===== src/pkg/pssr_pkg.sv =====
/*
 * Constants for the self status and 10 Mb/s status register bank:
 * register addresses, bit positions, strap decodes and frame lengths.
 * Assumes a management frame of preamble, start, opcode, two 5-bit
 * addresses, turnaround and 16 data bits.
 */
package pssr_pkg;
    // Register addresses on the management interface
    localparam logic [4:0] SELF_STATUS_ADDR = 5'h19;
    localparam logic [4:0] TEN_MEG_STATUS_ADDR = 5'h1b;

    // Self status bit positions
    localparam int SS_LOCK_BIT = 12;
    localparam int SS_CRS_SUP_BIT = 11;
    localparam int SS_AN_BIT = 10;
    localparam int SS_PAUSE_BIT = 9;
    localparam int SS_FAR_END_FAULT_MACHINES_EN_BIT = 8;
    localparam int SS_FDX_BIT = 7;
    localparam int SS_TEN_BIT = 6;
    localparam int SS_CIM_BIT = 5;
    localparam int SS_ADDR_MSB = 4;

    // 10 Mb/s status bit positions
    localparam int TM_POL_OK_BIT = 10;
    localparam int TM_SERIAL_BIT = 9;

    // Values after reset
    localparam logic RST_PAUSE = 1'b0;
    localparam logic RST_FAR_END_FAULT_MACHINES_EN = 1'b0;
    localparam logic RST_CIM = 1'b0;
    localparam logic RST_POL_OK = 1'b0;
    localparam logic RST_SERIAL = 1'b0;
    localparam logic RST_LOCK = 1'b0;

    // Autoneg strap decode
    localparam logic [1:0] AN_STRAP_AUTO = 2'h3;
    localparam int AN_STRAP_FDX_BIT = 0;

    // Frame layout
    localparam logic [5:0] PREAMBLE_MIN = 6'h20;
    localparam logic [4:0] HDR_LAST = 5'h0c;
    localparam logic [4:0] DATA_LAST = 5'h0f;
    localparam logic [1:0] OP_READ = 2'h2;
    localparam logic [1:0] OP_WRITE = 2'h1;

    // Frame states
    typedef enum logic [3:0] {
        ST_PRE = 4'h1,
        ST_HDR = 4'h2,
        ST_TA = 4'h4,
        ST_DATA = 4'h8
    } pssr_state_t;
endpackage : pssr_pkg


===== src/rtl/pssr_regs.sv =====
/*
 * Self status and 10 Mb/s status registers behind a management-frame
 * slave, plus the carrier suppression, far-end fault run enable and
 * serial mode select they control.
 * Assumes MDC, MDIO and strap pins are asynchronous; status inputs
 * come from logic on SYS_CLK. MDC must be well below SYS_CLK / 8.
 */
// Notes on behaviour
// Bit 11 set and descrambler timeout: CRS held low until sync returns; resets to not-repeater.
// Pause bit 9 set only when both ends advertised pause; resets 0.
// Far-end fault machines run only with bit 8 set and bit 10 clear.
// Bit 7 reports full duplex; reset from autoneg straps selecting full duplex.
// Carrier integrity bit 5 latches on unstable link unless disabled; read clears.
// Address straps captured at reset into bits 4:0; device answers that address.
// Management controller addresses frames with the strapped address.
// Polarity bit 10 high when receive polarity correct, low when reversed; resets 0.
// Polarity bit shows true incoming polarity regardless of correction disable.
// Serial bit 9 selects serial when 1, nibble when 0, only in 10 Mb/s.
// Serial bit is a mode choice between serial and nibble transfer.
// Lock bit 12 set while descrambler synchronised, else clear; resets 0.
// Reserved 10 Mb/s status bits read zero, writes ignored.
`timescale 1ns/1ns
`default_nettype none
module pssr_regs (
    // Clock and reset
    input wire logic SYS_CLK,
    input wire logic SRST,
    // Management pins
    input wire logic MDC,
    input wire logic MDIO_IN,
    output logic MDIO_OUT,
    output logic MDIO_OE_N,
    // Straps
    input wire logic REPEATER_STRAP,
    input wire logic [1:0] AUTONEG_STRAP_PINS,
    input wire logic [4:0] MGMT_ADDRESS_STRAPS,
    // Status from the data path
    input wire logic DESCR_LOCK,
    input wire logic DESCR_TIMEOUT,
    input wire logic CRS_IN,
    input wire logic LOCAL_PAUSE_ADV,
    input wire logic PARTNER_PAUSE_ADV,
    input wire logic CIM_UNSTABLE,
    input wire logic CIM_DISABLE,
    input wire logic RX_POLARITY_OK,
    input wire logic TEN_MEG_MODE,
    // Controls to the data path
    output logic CRS_OUT,
    output logic FAR_END_FAULT_MACHINES_RUN,
    output logic SERIAL_MODE
);
    logic [9:0] pins_q;
    logic mdc_q, mdio_q, rep_q;
    logic [1:0] an_q;
    logic [4:0] addr_q;

    pssr_sync #(.WIDTH(10)) u_sync (
        .clk(SYS_CLK),
        .d({MDC, MDIO_IN, REPEATER_STRAP, AUTONEG_STRAP_PINS, MGMT_ADDRESS_STRAPS}),
        .q(pins_q)
    );
    assign mdc_q = pins_q[9];
    assign mdio_q = pins_q[8];
    assign rep_q = pins_q[7];
    assign an_q = pins_q[6:5];
    assign addr_q = pins_q[4:0];

    // Register fields
    logic lock_reg, crs_sup_reg, an_reg, pause_reg, far_end_fault_machines_en_reg, fdx_reg, ten_reg, cim_reg;
    logic [4:0] phy_addr_reg;
    logic pol_ok_reg, serial_reg, crs_hold_reg, crs_out_reg, far_end_fault_machines_run_reg, serial_mode_reg;

    // Frame engine
    pssr_pkg::pssr_state_t state_reg, state_next;
    logic mdc_d_reg;
    logic [5:0] ones_reg;
    logic [4:0] cnt_reg;
    logic [12:0] hdr_reg;
    logic [15:0] shift_reg;
    logic is_read_reg;
    logic [4:0] regad_reg;
    logic mdio_out_reg, mdio_oe_n_reg;

    wire mdc_rise = mdc_q & ~mdc_d_reg;
    wire [12:0] hdr_next = {hdr_reg[11:0], mdio_q};
    wire hdr_done = mdc_rise && state_reg == pssr_pkg::ST_HDR && cnt_reg == pssr_pkg::HDR_LAST;
    wire [1:0] hdr_op = hdr_next[11:10];
    wire hdr_ok = hdr_next[12] && hdr_next[9:5] == phy_addr_reg
                  && (hdr_op == pssr_pkg::OP_READ || hdr_op == pssr_pkg::OP_WRITE);
    wire data_done = mdc_rise && state_reg == pssr_pkg::ST_DATA && cnt_reg == pssr_pkg::DATA_LAST;
    wire [15:0] wr_data = {shift_reg[14:0], mdio_q};
    wire wr_self = data_done && !is_read_reg && regad_reg == pssr_pkg::SELF_STATUS_ADDR;
    wire wr_ten = data_done && !is_read_reg && regad_reg == pssr_pkg::TEN_MEG_STATUS_ADDR;
    wire ta_first = mdc_rise && state_reg == pssr_pkg::ST_TA && cnt_reg == 5'h0;
    wire rd_self = ta_first && is_read_reg && regad_reg == pssr_pkg::SELF_STATUS_ADDR;
    wire rd_mapped = regad_reg == pssr_pkg::SELF_STATUS_ADDR || regad_reg == pssr_pkg::TEN_MEG_STATUS_ADDR;

    wire [15:0] self_rd = {3'h0, lock_reg, crs_sup_reg, an_reg, pause_reg, far_end_fault_machines_en_reg,
                           fdx_reg, ten_reg, cim_reg, phy_addr_reg};
    wire [15:0] ten_rd = {5'h00, pol_ok_reg, serial_reg, 9'h000};
    wire [15:0] rd_data = (regad_reg == pssr_pkg::SELF_STATUS_ADDR) ? self_rd : ten_rd;

    wire cim_set = CIM_UNSTABLE & ~CIM_DISABLE;
    wire an_strap_auto = an_q == pssr_pkg::AN_STRAP_AUTO;

    always_comb begin
        state_next = state_reg;
        if (mdc_rise) begin
            unique case (state_reg)
                pssr_pkg::ST_PRE: begin
                    if (!mdio_q && ones_reg >= pssr_pkg::PREAMBLE_MIN) begin
                        state_next = pssr_pkg::ST_HDR;
                    end
                end
                pssr_pkg::ST_HDR: begin
                    if (cnt_reg == pssr_pkg::HDR_LAST) begin
                        state_next = hdr_ok ? pssr_pkg::ST_TA : pssr_pkg::ST_PRE;
                    end
                end
                pssr_pkg::ST_TA: begin
                    if (cnt_reg != 5'h0) begin
                        state_next = pssr_pkg::ST_DATA;
                    end
                end
                pssr_pkg::ST_DATA: begin
                    if (cnt_reg == pssr_pkg::DATA_LAST) begin
                        state_next = pssr_pkg::ST_PRE;
                    end
                end
            endcase
        end
    end

    always_ff @(posedge SYS_CLK) begin
        if (SRST) begin
            state_reg <= pssr_pkg::ST_PRE;
            mdc_d_reg <= 1'b0;
            ones_reg <= 6'h00;
            cnt_reg <= 5'h00;
            hdr_reg <= 13'h0000;
            shift_reg <= 16'h0000;
            is_read_reg <= 1'b0;
            regad_reg <= 5'h00;
            mdio_out_reg <= 1'b1;
            mdio_oe_n_reg <= 1'b1;
        end else begin
            mdc_d_reg <= mdc_q;
            state_reg <= state_next;
            if (mdc_rise) begin
                unique case (state_reg)
                    pssr_pkg::ST_PRE: begin
                        ones_reg <= !mdio_q ? 6'h00 :
                            (ones_reg >= pssr_pkg::PREAMBLE_MIN ? ones_reg : ones_reg + 6'h01);
                        cnt_reg <= 5'h00;
                    end
                    pssr_pkg::ST_HDR: begin
                        hdr_reg <= hdr_next;
                        cnt_reg <= cnt_reg + 5'h01;
                        ones_reg <= 6'h00;
                        if (hdr_done) begin
                            cnt_reg <= 5'h00;
                            is_read_reg <= hdr_op == pssr_pkg::OP_READ;
                            regad_reg <= hdr_next[4:0];
                        end
                    end
                    pssr_pkg::ST_TA: begin
                        cnt_reg <= cnt_reg + 5'h01;
                        if (cnt_reg == 5'h0) begin
                            shift_reg <= rd_data;
                            mdio_out_reg <= 1'b0;
                            mdio_oe_n_reg <= ~(is_read_reg & rd_mapped);
                        end else begin
                            cnt_reg <= 5'h00;
                            mdio_out_reg <= shift_reg[15];
                            shift_reg <= {shift_reg[14:0], 1'b0};
                        end
                    end
                    pssr_pkg::ST_DATA: begin
                        cnt_reg <= cnt_reg + 5'h01;
                        shift_reg <= is_read_reg ? {shift_reg[14:0], 1'b0} : wr_data;
                        mdio_out_reg <= shift_reg[15];
                        if (data_done) begin
                            mdio_out_reg <= 1'b1;
                            mdio_oe_n_reg <= 1'b1;
                        end
                    end
                endcase
            end
        end
    end

    assign MDIO_OUT = mdio_out_reg;
    assign MDIO_OE_N = mdio_oe_n_reg;

    // Register bank; straps sampled every reset cycle, hold SRST long enough
    always_ff @(posedge SYS_CLK) begin
        if (SRST) begin
            lock_reg <= pssr_pkg::RST_LOCK;
            crs_sup_reg <= ~rep_q;
            an_reg <= an_strap_auto;
            pause_reg <= pssr_pkg::RST_PAUSE;
            far_end_fault_machines_en_reg <= pssr_pkg::RST_FAR_END_FAULT_MACHINES_EN;
            fdx_reg <= an_q[pssr_pkg::AN_STRAP_FDX_BIT];
            ten_reg <= 1'b0;
            cim_reg <= pssr_pkg::RST_CIM;
            phy_addr_reg <= addr_q;
            pol_ok_reg <= pssr_pkg::RST_POL_OK;
            serial_reg <= pssr_pkg::RST_SERIAL;
        end else begin
            lock_reg <= DESCR_LOCK;
            pause_reg <= LOCAL_PAUSE_ADV & PARTNER_PAUSE_ADV;
            ten_reg <= TEN_MEG_MODE;
            pol_ok_reg <= RX_POLARITY_OK;
            // Set wins over the read clear so no unstable event is lost
            cim_reg <= cim_set | (cim_reg & ~rd_self);
            if (wr_self) begin
                crs_sup_reg <= wr_data[pssr_pkg::SS_CRS_SUP_BIT];
                far_end_fault_machines_en_reg <= wr_data[pssr_pkg::SS_FAR_END_FAULT_MACHINES_EN_BIT];
                phy_addr_reg <= wr_data[pssr_pkg::SS_ADDR_MSB:0];
            end
            if (wr_ten) begin
                serial_reg <= wr_data[pssr_pkg::TM_SERIAL_BIT];
            end
        end
    end

    // Data path controls
    always_ff @(posedge SYS_CLK) begin
        if (SRST) begin
            crs_hold_reg <= 1'b0;
            crs_out_reg <= 1'b0;
            far_end_fault_machines_run_reg <= 1'b0;
            serial_mode_reg <= 1'b0;
        end else begin
            if (DESCR_LOCK) begin
                crs_hold_reg <= 1'b0;
            end else if (DESCR_TIMEOUT && crs_sup_reg) begin
                crs_hold_reg <= 1'b1;
            end
            crs_out_reg <= CRS_IN & ~crs_hold_reg & ~(DESCR_TIMEOUT & crs_sup_reg);
            far_end_fault_machines_run_reg <= far_end_fault_machines_en_reg & ~an_reg;
            serial_mode_reg <= ten_reg & serial_reg;
        end
    end

    assign CRS_OUT = crs_out_reg;
    assign FAR_END_FAULT_MACHINES_RUN = far_end_fault_machines_run_reg;
    assign SERIAL_MODE = serial_mode_reg;
endmodule // pssr_regs
`default_nettype wire


===== src/rtl/pssr_sync.sv =====
/*
 * Three-flop input synchroniser with agreement filter.
 * Assumes inputs are asynchronous to clk; output follows once the
 * second and third stages agree.
 */
`timescale 1ns/1ns
`default_nettype none
module pssr_sync #(
    parameter int WIDTH = 1
) (
    // Clock
    input wire logic clk,
    // Asynchronous in, filtered out
    input wire logic [WIDTH-1:0] d,
    output logic [WIDTH-1:0] q
);
    logic [WIDTH-1:0] s1_reg;
    logic [WIDTH-1:0] s2_reg;
    logic [WIDTH-1:0] s3_reg;
    logic [WIDTH-1:0] q_reg;
    logic [WIDTH-1:0] agree;

    // No reset: straps must flow through while reset is held
    assign agree = ~(s2_reg ^ s3_reg);
    assign q = q_reg;

    always_ff @(posedge clk) begin
        s1_reg <= d;
        s2_reg <= s1_reg;
        s3_reg <= s2_reg;
        q_reg <= (agree & s2_reg) | (~agree & q_reg);
    end
endmodule // pssr_sync
`default_nettype wire


===== config.mk =====
export PLATFORM = sky130hd
export DESIGN_NAME = pssr_regs
export DESIGN_NICKNAME = d
export VERILOG_FILES = /design/src/pkg/pssr_pkg.sv /design/src/rtl/pssr_regs.sv /design/src/rtl/pssr_sync.sv
export SDC_FILE = /design/constraint.sdc
export NUM_CORES = 1
export LEC_CHECK = 0
export ABC_AREA = 1
export BUFFER_PORTS_ARGS = -buffer_cell sky130_fd_sc_hd__buf_4
export CORE_AREA = 2 2 93 95
export DETAILED_ROUTE_END_ITERATION = 8
export DIE_AREA = 0 0 95 97
export MAX_ROUTING_LAYER = met4
export PLACE_DENSITY = 0.76
export SYNTH_ARGS = -nofsm -noshare
export SYNTH_HDL_FRONTEND = slang
export SYNTH_SLANG_ARGS = --single-unit

===== constraint.sdc =====
create_clock -name SYS_CLK -period 2.7 [get_ports SYS_CLK]
set_clock_uncertainty 0.1 [all_clocks]
set_input_delay 0.135 -clock SYS_CLK [delete_from_list [all_inputs] [get_ports SYS_CLK]]
set_output_delay 0.135 -clock SYS_CLK [all_outputs]
set_load 0.005 [all_outputs]

Word level (Yosys, flattened, before mapping)
Cells that the tools add are included.
- bits of input ports: 21
- register bits: 111
- output and inout port bits: 5
- logic and storage cells: 133
- equality and inequality tests: 19
- $add $sub $neg: 2
- bitwise operators: 25
- multiplexer cells: 26
- reduce and logical (&&, ||, !) cells: 31
- magnitude comparators: 1
- operator list (cell ; number):
    $pmux W16 S2 ; 1
    $and A10 B10 Y10 ; 2
    $mux W5 ; 4
    $not A10 Y10 ; 2
    $pmux W5 S4 ; 1
    $mux W16 ; 1
    $mux W4 ; 4
    $pmux W4 S4 ; 1
    $logic_and A1 B1 Y1 ; 15
    $mux W13 ; 1
    $mux W6 ; 2
    $pmux W6 S2 ; 1
    $and A1 B1 Y1 ; 10
    $eq A5 B4 Y1 const B ; 2
    $eq A5 B5 Y1 const B ; 2
    $or A10 B10 Y10 ; 1
    $xor A10 B10 Y10 ; 1
    $ne A2 B1 Y1 const B ; 4
    $not A1 Y1 ; 8
    $mux W1 ; 7
    $add A6 B1 Y6 const B ; 1
    $ge A6 B6 Y1 const B ; 1
    $reduce_and A3 Y1 ; 2
    $reduce_bool A2 Y1 ; 3
    other kinds (21) ; 27

Longest topological paths before layout
Gate-level depths: netlist of run 1.
- depth in word-level cells: 9
- depth in mapped cells: 10
- mapped depth without buffers: 10

Cells and area by module
A second synthesis of run 1 with hierarchy kept.
- cell total of the unflattened synthesis: 556
- area, all modules: 4535.6 um2
- modules (own cells, without submodules) (module ; times used ; area each (um2) ; cells an instance ; sequential area each (um2)):
    pssr_regs ; 1 ; 3447.1 ; 466 ; 1501.4
    pssr_sync ; 1 ; 1088.5 ; 90 ; 900.9

Worst setup path after synthesis of run 1
OpenSTA, ideal clock, no wires.
- path kind: register -> register
- from: register cnt_reg[0]
- to: register crs_sup_reg (enable)
- cell stages (with the launch flop): 8
- period minus slack after synthesis: 1682 ps
- data required time: 2297 ps
- data arrival time: 1278 ps
- slack: 1018 ps
- buffers on the path: 0
- setup time: 303 ps
- path through: dfxtp_1 -> ha_1 -> nand2_1 -> nor2_1 -> ha_1 -> nand4_2 -> nor3_2 -> or2_2
- word-level cells in the longest chain between the ends: 5
- RTL lines (element ; RTL line ; source):
    start: declaration ; pssr_regs.sv:77 ; logic [4:0] cnt_reg;
    start signal: assignment ; pssr_regs.sv:158 ; cnt_reg <= cnt_reg + 5'h01;
    start signal: assignment ; pssr_regs.sv:167 ; cnt_reg <= cnt_reg + 5'h01;
    start signal: assignment ; pssr_regs.sv:179 ; cnt_reg <= cnt_reg + 5'h01;
    $eq A5 B4 Y1 ; pssr_regs.sv:90 ; wire data_done = mdc_rise && state_reg == pssr_pkg::ST_DATA && cnt_reg == pssr_pkg::DATA_LAST;
    $logic_and A1 B1 Y1 ; pssr_regs.sv:90 ;
    $logic_and A1 B1 Y1 (2 in series) ; pssr_regs.sv:92 ; wire wr_self = data_done && !is_read_reg && regad_reg == pssr_pkg::SELF_STATUS_ADDR;
    $reduce_bool A2 Y1 (no line) ; n/a ;
    end signal: assignment ; pssr_regs.sv:199 ; crs_sup_reg <= ~rep_q;
    end signal: assignment ; pssr_regs.sv:217 ; crs_sup_reg <= wr_data[pssr_pkg::SS_CRS_SUP_BIT];
    end: declaration ; pssr_regs.sv:69 ; logic lock_reg, crs_sup_reg, an_reg, pause_reg, far_end_fault_machines_en_reg, fdx_reg, ten_reg, cim_reg;
No other way between the ends.
A chain may end at the register's enable or synchronous reset.

Worst setup path in the final report of run 1
- from: register cnt_reg[0]
- to: register phy_addr_reg[3] (enable)
- word-level cells in the longest chain between the ends: 5
- RTL lines (element ; RTL line ; source):
    $eq A5 B4 Y1 ; pssr_regs.sv:90 ;
    $logic_and A1 B1 Y1 ; pssr_regs.sv:90 ;
    $logic_and A1 B1 Y1 (2 in series) ; pssr_regs.sv:92 ;
    $reduce_bool A2 Y1 (no line) ; n/a ;
    end signal: assignment ; pssr_regs.sv:206 ; phy_addr_reg <= addr_q;
    end signal: assignment ; pssr_regs.sv:219 ; phy_addr_reg <= wr_data[pssr_pkg::SS_ADDR_MSB:0];
    end: declaration ; pssr_regs.sv:70 ; logic [4:0] phy_addr_reg;
No other way between the ends.

==> impl_metrics.yaml, run 1 <==
synth:
  synth_top_family_by_area: "simple AND/OR/NAND/NOR gates"
  synth_nets: 530
  ys_warn_count: 0
  yosys-top-cells-count: "nand2_1 (95), dfxtp_1 (93), nor2_1 (58), a21oi_1 (50), inv_1 (46)"
  synth-seq-cells: 111
  syn_area_um2: 4310
  synthMuxAreaShare_pct: 0
  synth_compound_area_share_pct: 11.2
  synthSimpleGateAreaFrac_pct: 22.3
  synth.most_common_cell: "nand2_1"
  synth_xor_area_share_pct: 2.64
  synth_ff_type: "dfxtp_1"
  syn_avg_cell_area_um2: 8.57
  synth_area_leaders: "dfxtp_1 (43%), edfxtp_1 (13%), nand2_1 (8.3%)"
  synth-edff-count: 18
  synthArstFlopShare_pct: 0
  ys_types: 35
  synthCells: 503
  synth_top_area_share_pct: 43.2
  synth_largest_area_cell: "dfxtp_1"
  synthAdderAreaFrac_pct: 1.74
  ys_seq_area_share_pct: 55.7
detailed_routing:
  wl_mm: 8.09
  drc: 0
  drt_iter0_markers: 183
  postRouteAntennaNets: 0
  dr.pass1.iters: 5
  vias: 3331
  wl_per_cell_um: 12.4
  vias_per_cell: 5.09
power_and_ir_drop:
  power_density_nw_per_um2: 589
  ir_drop_uv: 404
  p_leak_nw: 2.09
die:
  die_h_um: 97
  io_pins: 26
  rows: 33
  floorplan.initialDensity_pct: 53.0
  die_w_um: 95
  die_area_um2: 9220
  core_area_um2: 8130
placement:
  globalplace.congestion: 0.847
  io_buffers: 25
  post-dp-hpwl_mm: 5.30
  post_dp_cell_area_um2: 4550
setup_path:
  path_max_fanout: 6
  start_kind: "flip-flop"
  setup.worst_path.end_class: "flip-flop"
  r2r.worst_path.cells: 7
  path_class: "flip-flop to flip-flop"
  r2r_start: "cnt_reg[0]$_SDFFE_PP0N_"
  r2r_slack_ns: 0.73
  r2r_end: "phy_addr_reg[3]$_DFFE_PP_"
  cp.required_ns: 2.70
  crit_start: "cnt_reg[0]$_SDFFE_PP0N_"
  critical_path.endpoint: "phy_addr_reg[3]$_DFFE_PP_"
  critPathArrivalTime_ns: 1.96
clocking:
  clock_path_buffers: 2
  cts_root_buf: "clkbuf_8"
  cts_tree: "done"
  path_clk_slew_ns: 0.12
  htreeDepth: 3
  clk_latency_ns: 0.38
  cts_made_buffers: 9
  cts_resized: 0
  cts_sinks: 111
global_routing:
  grtUsageTotal_pct: 19.3
  grt_max_degree: 41
  grt.overflow.total: 0
  antenna_found_initial: 0
  grt_pass1_vias: 3142
  grt_pass1_wl_mm: 13.9
sta:
  grt_setup_unrepaired: "false"
  finalSetupTns_ns: 0
  fmax_ghz: 0.509
  finalSetupViolations: 0
  slew-limit-headroom_pct: 25.7
  worstMarginPinSlew_ns: 1.11
  report.final.slew_viol_count: 0
  min_period_ns: 1.97
  finalHoldViolCount: 0
  period_share_pct: 72.8
run:
  cap_violations: 0
cells_and_area:
  n_antenna_cell: 0
  drive_above_1_share_pct: 11.5
  fillers: 686
  largest_reg_flops: 16
  area_growth_pct: 15.3
  final_nets: 571
  final_area_um2: 4970
  utilization_pct: 61.1
worst_hold_path:
  worst_hold_path.num_cells: 2
  hold_class: "input pin to flip-flop"
outcome:
  status: "finished, final reports clean"
## cell usage in the layout, fill, tap and decap left out, drive strengths merged, types with 3 or more instances in the layout
cell type | netlist | layout
nand2 | 102 | 102
dfxtp | 93 | 93
nor2 | 66 | 66
inv | 48 | 52
a21oi | 50 | 50
o21ai | 38 | 38
nand3 | 35 | 35
buf | 8 | 25
dlygate4sd3 | 0 | 20
edfxtp | 18 | 18
xnor2 | 10 | 10
clkbuf | 7 | 9
ha | 6 | 6
nand4 | 5 | 5
clkinv | 2 | 5
xor2 | 3 | 3
or2 | 3 | 3
## power by group
group / switching (mW) / leakage [nW] / internal [mW] / total, mW
sequential: 0.0254 / 0.942 / 1.74 / 1.76
combinational: 0.0706 / 1.04 / 0.0672 / 0.138
clock: 0.643 / 0.109 / 0.387 / 1.03
## worst min-delay path by stage
stage,start,endpoint
after floorplan,MGMT_ADDRESS_STRAPS[0],u_sync.s1_reg[0]$_DFF_P_
after global placement,AUTONEG_STRAP_PINS[0],u_sync.s1_reg[5]$_DFF_P_
after detailed placement,MGMT_ADDRESS_STRAPS[2],u_sync.s1_reg[2]$_DFF_P_
after CTS,SRST,SERIAL_MODE$_SDFF_PP0_
after global routing,SRST,SERIAL_MODE$_SDFF_PP0_
final,SRST,SERIAL_MODE$_SDFF_PP0_
## cell families (layout without fill, tap and decap cells)
logic type / count (synthesis) / in the layout
simple gates: 214 / 214
fa+ha+maj: 6 / 6
flops: 111 / 111
buf+inv: 65 / 111
xor+xnor: 13 / 13
compound gates: 94 / 94
## final cells by class
class | count | area, um2 | share of cell area [%]
clock inverter | 7 | 96.3 | 1.94
clock buffer | 9 | 124 | 2.49
sequential | 111 | 2400 | 48.3
tap | 105 | 131 | 2.64
inverter | 50 | 194 | 3.90
timing repair buffer | 45 | 388 | 7.80
multi-input combinational | 327 | 1640 | 32.9
## worst max-delay path, cell delays in order, from the launching register on
cell     delay [ns]
dfxtp_1        0.37
ha_1           0.19
nand2_1        0.09
nor2_1         0.10
ha_1           0.20
nand4_2        0.16
nor3_2         0.23
or2_2          0.24
## metrics by stage
step | hold slack (ns) | setup slack, ns | power [mW] | std cells
finish | 0.0578 | 0.734 | 2.93 | 654
global route | 0.0927 | 0.598 | 3.04 | 654
CTS | 0.0463 | 0.741 | 2.96 | 654
detailed placement | 0.140 | 0.751 | 1.91 | 618
global placement | 0.139 | 0.817 | 1.91 | 618
floorplan | 0.0627 | 1.02 | 1.87 | 503
## routing by layer
| metal | GRT usage (%) | wire, um | up-vias | share of wire [%] |
|---|---|---|---|---|
| li1 | - | - | 1717 | - |
| met1 | 24.5 | 3780 | 1520 | 47 |
| met2 | 30.3 | 3820 | 81 | 47 |
| met3 | 4.05 | 352 | 13 | 4.4 |
| met4 | 7.13 | 141 | 0 | 1.7 |
| met5 | - | 0 | - | 0 |
## repair_timing
item	in CTS	in global routing
buffers inserted	0	0
hold buffers	20	0
endpoints found under the setup margin	0	0
hold endpoints to repair	17	0
Power figures use the tool's default switching activity.
==> inputs of run 2 (changes only) <==
==> constraint.sdc (replaced) <==
create_clock -name SYS_CLK -period 2 [get_ports SYS_CLK]
set_clock_uncertainty 0.1 [all_clocks]
set_input_delay 0.1 -clock SYS_CLK [delete_from_list [all_inputs] [get_ports SYS_CLK]]
set_output_delay 0.1 -clock SYS_CLK [all_outputs]
set_load 0.005 [all_outputs]
==> impl_metrics.yaml, run 2 (same netlist as run 1, synthesis figures left out) <==
outcome:
  status: "finished, final reports clean"
sta:
  fmax_ghz: 0.530
  finalSetupTns_ns: 0
  finalHoldViolCount: 0
  min_period_ns: 1.89
  worstMarginPinSlew_ns: 0.332
  slew-limit-headroom_pct: 77.8
  report.final.slew_viol_count: 0
  finalSetupViolations: 0
  grt_setup_unrepaired: "false"
  period_share_pct: 94.3
  timing.final.ws_setup_ns: 0.113
clocking:
  cts_sinks: 111
  clock_path_buffers: 2
  cts_made_buffers: 9
  path_clk_slew_ns: 0.11
  clk_latency_ns: 0.38
  htreeDepth: 3
  cts_tree: "done"
  cts_root_buf: "clkbuf_8"
die:
  core_area_um2: 8130
  die_h_um: 97
  die_area_um2: 9220
  io_pins: 26
  rows: 33
  floorplan.initialDensity_pct: 53.0
  die_w_um: 95
setup_path:
  setup.worst_path.end_class: "flip-flop"
  start_kind: "flip-flop"
  path_max_fanout: 6
  r2r.worst_path.cells: 7
  critPathArrivalTime_ns: 1.89
  r2r_slack_ns: 0.11
  cp.required_ns: 2.00
  r2r_start: "cnt_reg[1]$_SDFFE_PP0N_"
  r2r_end: "phy_addr_reg[0]$_DFFE_PP_"
  crit_start: "cnt_reg[1]$_SDFFE_PP0N_"
  path_cells: "ha_1 -> nand2_1 -> nor2_1 -> ha_2 -> nand4_4 -> nor3_4 -> or2_4"
  cpMaxStageDelayCell: "dfxtp_2"
  path_class: "flip-flop to flip-flop"
  slowest_delay_ns: 0.35
placement:
  placed_cells: 626
  io_buffers: 25
  place_ws_ns: 0.0703
  globalplace.congestion: 0.855
  post-dp-hpwl_mm: 5.64
global_routing:
  busiest_layer: "met2"
  use_met3_pct: 2.80
  grt_pass1_vias: 3205
  grt.overflow.total: 0
  met2_usage_pct: 31.0
  grt_use_met1_pct: 25.2
  grt_pass1_wl_mm: 14.1
  antenna_found_initial: 0
  grtUsageTotal_pct: 19.6
  grt_max_degree: 41
cells_and_area:
  fin_cells: 668
  fillers: 645
  drive_above_1_share_pct: 13.3
  final_nets: 585
  utilization_pct: 62.8
  area_growth_pct: 18.5
  mostFrequentLayoutCell: "nand2_1"
  n_antenna_cell: 0
  largest_reg_flops: 16
  final_cell_mix: "nand2_1 (95), dfxtp_1 (91), nor2_1 (58)"
detailed_routing:
  wl_per_cell_um: 12.4
  vias_per_cell: 5.06
  wl_mm: 8.28
  postRouteAntennaNets: 0
  drt_iter0_markers: 186
  dr.pass1.iters: 4
  drc: 0
  vias: 3379
worst_hold_path:
  min_to: "u_sync.s2_reg[8]$_DFF_P_"
  hold_class: "flip-flop to flip-flop"
  worst_hold_path.num_cells: 0
  worstHoldStart: "u_sync.s1_reg[8]$_DFF_P_"
power_and_ir_drop:
  p_seq_share_pct: 60.8
  power_density_nw_per_um2: 766
  p_clk_share_pct: 34.0
  ir_drop_uv: 695
  p_leak_nw: 2.16
  pwr-share-comb_pct: 5.2
  p_int_mw: 2.95
  switching_share_pct: 24.6
  switchingPower_mw: 0.962
run:
  cap_violations: 0
-- run 2: changes by cell type in the layout (fill, tap and decap cells not counted), moves of 2 or more --
cell / change
dfxtp_1: -2
buf_4: +8
dfxtp_2: +2
dlygate4sd3_1: +5
clkinv_8: -2
-- run 2: what timing repair did --
action                                 in CTS  in global routing
setup endpoints to repair                   0                  6
resized for setup                           0                  6
hold buffers                               25                  0
endpoints found under the hold margin      25                  0
buffers inserted                            0                  1
-- run 2: power groups by stage --
stage | Sequential [mW] | Combinational [mW] | Clock [mW]
finish | 2.38 | 0.205 | 1.33
global route | 2.39 | 0.226 | 1.45
CTS | 2.38 | 0.203 | 1.36
detailed placement | 2.43 | 0.165 | 0
global placement | 2.43 | 0.158 | 0
floorplan | 2.42 | 0.104 | 0
-- run 2: final cells by class --
cell class | instances | area, um2 | area share (%)
tap | 105 | 131 | 2.57
clock inverter | 7 | 80.1 | 1.57
timing repair buffer | 59 | 518 | 10.1
sequential | 111 | 2400 | 47.1
multi-input combinational | 327 | 1660 | 32.4
clock buffer | 9 | 124 | 2.43
inverter | 50 | 194 | 3.80
-- run 2: metrics by stage --
| step | total power [mW] | hold slack [ns] | cell area [um2] |
|---|---|---|---|
| after global routing | 4.06 | 0.245 | 5110 |
| final | 3.91 | 0.237 | 5110 |
| after CTS | 3.95 | 0.239 | 5080 |
| after global placement | 2.59 | 0.104 | 4620 |
| after detailed placement | 2.59 | 0.105 | 4620 |
| after floorplan | 2.52 | 0.0277 | 4310 |
-- run 2: worst max-delay path: cells and delay by family, from the launching register on --
family                     cells  cell delay, ns
and+or+nand+nor                5            0.78
adders and majority gates      2            0.38
DFF                            1            0.35
-- run 2: worst max-delay path by stage --
| stage | end | slack [ns] | cells after the start |
|---|---|---|---|
| after floorplan | crs_sup_reg$_DFFE_PP_ | 0.32 | 7 |
| after global placement | crs_sup_reg$_DFFE_PP_ | 0.14 | 7 |
| after detailed placement | phy_addr_reg[1]$_DFFE_PP_ | 0.07 | 7 |
| after CTS | phy_addr_reg[1]$_DFFE_PP_ | 0.05 | 7 |
| after global routing | phy_addr_reg[1]$_DFFE_PP_ | 0.04 | 7 |
| final | phy_addr_reg[0]$_DFFE_PP_ | 0.11 | 7 |
-- run 2: per-layer routing --
metal	share of wire, %	vias to the layer above
met5	0	-
met4	1.9	0
met3	2.8	14
met2	48	63
met1	47	1569
li1	-	1733
==> inputs of run 3 (changes only) <==
--- a/config.mk
+++ b/config.mk
@@ -5,7 +5,6 @@
 export SDC_FILE = /design/constraint.sdc
 export NUM_CORES = 1
 export LEC_CHECK = 0
-export ABC_AREA = 1
 export BUFFER_PORTS_ARGS = -buffer_cell sky130_fd_sc_hd__buf_4
 export CORE_AREA = 2 2 93 95
 export DETAILED_ROUTE_END_ITERATION = 8
==> impl_metrics.yaml, run 3 <==
sta:
  hold_ws_ns: 0.0456
  period_share_pct: 98.0
  min_period_ns: 1.96
  report.final.slew_viol_count: 0
  worstMarginPinSlew_ns: 0.433
  timing.final.ws_setup_ns: 0.0397
  finalHoldViolCount: 0
  grt_setup_unrepaired: "true"
  finalSetupViolations: 0
  fmax_ghz: 0.510
  slew-limit-headroom_pct: 71.1
  finalSetupTns_ns: 0
synth:
  synth_nets: 436
  synthArstFlopShare_pct: 0
  synth_area_leaders: "dfxtp_1 (43%), edfxtp_1 (13%), nand2_1 (3.7%)"
  synth_top_area_share_pct: 43.2
  synthCells: 409
  ys_types: 58
  synth_largest_area_cell: "dfxtp_1"
  syn_avg_cell_area_um2: 10.5
  synth-edff-count: 18
  synth-seq-cells: 111
  ys_seq_area_share_pct: 55.7
  synth_ff_type: "dfxtp_1"
  ys_warn_count: 0
  syn_area_um2: 4310
  yosys-top-cells-count: "dfxtp_1 (93), nand2_1 (43), a21oi_1 (30), nor2_1 (27), edfxtp_1 (18)"
  synth.most_common_cell: "dfxtp_1"
placement:
  globalplace.congestion: 0.848
  post_dp_cell_area_um2: 4760
  post-dp-hpwl_mm: 5.79
  placed_cells: 545
  io_buffers: 25
  place_ws_ns: -0.0432
setup_path:
  r2r.worst_path.cells: 6
  critPathArrivalTime_ns: 2.16
  cpMaxStageDelayCell: "or4_1"
  cpMostUsedCell: "buf_4"
  r2r_end: "ones_reg[3]$_SDFFE_PP0P_"
  path_class: "flip-flop to flip-flop"
  crit_start: "state_reg[0]$_SDFFE_PP1P_"
  r2r_start: "state_reg[0]$_SDFFE_PP1P_"
  cp.required_ns: 2.20
  r2r_slack_ns: 0.04
  setup.worst_path.end_class: "flip-flop"
  slowest_delay_ns: 0.50
  critical_path.endpoint: "ones_reg[3]$_SDFFE_PP0P_"
  path_cells: "buf_4 -> buf_4 -> nor4b_2 -> a21oi_2 -> or4_1 -> a21oi_1"
  start_kind: "flip-flop"
  path_max_fanout: 10
global_routing:
  grt_max_degree: 43
  grt_pass1_wl_mm: 14.0
  grtUsageTotal_pct: 19.9
  grt.overflow.total: 0
  antenna_found_initial: 0
  grt_pass1_vias: 3081
worst_hold_path:
  hold_class: "input pin to flip-flop"
cells_and_area:
  area_growth_pct: 21.9
  mostFrequentLayoutCell: "dfxtp_1"
  largest_reg_flops: 16
  drive_above_1_share_pct: 22.9
  final_nets: 502
  final_area_um2: 5250
  fin_cells: 585
  final_cell_mix: "dfxtp_1 (89), buf_4 (56), nand2_1 (41)"
  n_antenna_cell: 0
run:
  cap_violations: 0
die:
  die_h_um: 97
  io_pins: 26
  rows: 33
  die_area_um2: 9220
  floorplan.initialDensity_pct: 53.0
  core_area_um2: 8130
  die_w_um: 95
clocking:
  clk_latency_ns: 0.37
  path_clk_slew_ns: 0.11
  cts_sinks: 111
  cts_made_buffers: 9
  htreeDepth: 3
  cts_tree: "done"
  clock_path_buffers: 2
  cts_root_buf: "clkbuf_8"
detailed_routing:
  dr.pass1.iters: 5
  vias_per_cell: 5.50
  postRouteAntennaNets: 0
  drc: 0
  vias: 3216
  drt_iter0_markers: 186
  wl_mm: 8.67
  wl_per_cell_um: 14.8
power_and_ir_drop:
  power_density_nw_per_um2: 738
  ir_drop_uv: 591
  p_leak_nw: 1.91
outcome:
  status: "finished, final reports clean"
run 3: cell types whose count changed after synthesis, moves of 8 or more:
cell	previous run	this run
a21oi_1	50	30
a221oi_1	0	11
inv_1	46	13
mux2i_1	0	8
nand2_1	95	43
nand3_1	35	12
nor2_1	58	27
nor3_1	1	14
o21ai_0	35	11
run 3: per-layer routing:
layer | global-route usage (%) | share of wire, % | vias to the layer above
met2 | 31.0 | 50 | 79
met4 | 8.25 | 1.9 | 0
met1 | 25.2 | 44 | 1522
li1 | - | - | 1601
met5 | - | 0 | -
met3 | 3.97 | 4.6 | 14
run 3: cells by family (layout without fill, tap and decap cells):
group	after synthesis	count (layout)	share of synthesized area (%)
mux	12	12	2.90
simple gates	139	139	18.1
compound gates	85	85	13.7
flops	111	111	55.7
xor+xnor	18	18	3.66
buf+inv	38	109	4.09
fa+ha+maj	6	6	1.74
run 3: final cells by class:
| cell class | instances | area (um2) |
|---|---|---|
| multi-input cells | 260 | 1780 |
| well taps | 105 | 131 |
| clock inverters | 7 | 72.6 |
| flip-flops and latches | 111 | 2410 |
| repair buffers | 80 | 683 |
| clock buffers | 9 | 124 |
| inverters | 13 | 48.8 |
| fillers | 605 | 2880 |
run 3: critical path: cells and delay by family, from the launching register on:
| kind | cells | cell delay [ns] |
|---|---|---|
| buf+inv | 2 | 0.31 |
| flops | 1 | 0.35 |
| simple gates | 2 | 0.80 |
| compound gates | 2 | 0.34 |
run 3: worst min-delay path by stage:
stage                                      endpoint  slack, ns  cells past startpoint              startpoint
after global routing      regad_reg[3]$_SDFFE_PP0P_       0.06                      2                    SRST
after global placement     u_sync.s1_reg[1]$_DFF_P_       0.10                      1  MGMT_ADDRESS_STRAPS[1]
after detailed placement   u_sync.s1_reg[9]$_DFF_P_       0.11                      1                     MDC
after floorplan            u_sync.s1_reg[0]$_DFF_P_       0.03                      0  MGMT_ADDRESS_STRAPS[0]
after CTS                     pol_ok_reg$_SDFF_PP0_       0.03                      2                    SRST
final                         pol_ok_reg$_SDFF_PP0_       0.05                      2                    SRST
run 3: repair_timing:
item,4_1_cts,5_1_grt
pin swaps,1,7
hold buffers,20,0
cloned,0,1
setup endpoints to repair,7,28
setup buffers,0,3
hold endpoints to repair,17,0
gates resized for setup,3,20
run 3: metrics by stage:
step	util [%]	power [mW]
3_5_place_dp	58.5	2.59
6_report	64.6	3.88
3_3_place_gp	58.5	2.58
4_1_cts	63.5	3.92
2_1_floorplan	-	2.52
5_1_grt	64.6	4.01
run 3: report_power, final:
group	switching (mW)	internal (mW)
logic	0.0918	0.102
registers	0.0362	2.34
clock network	0.809	0.495
total	0.937	2.94
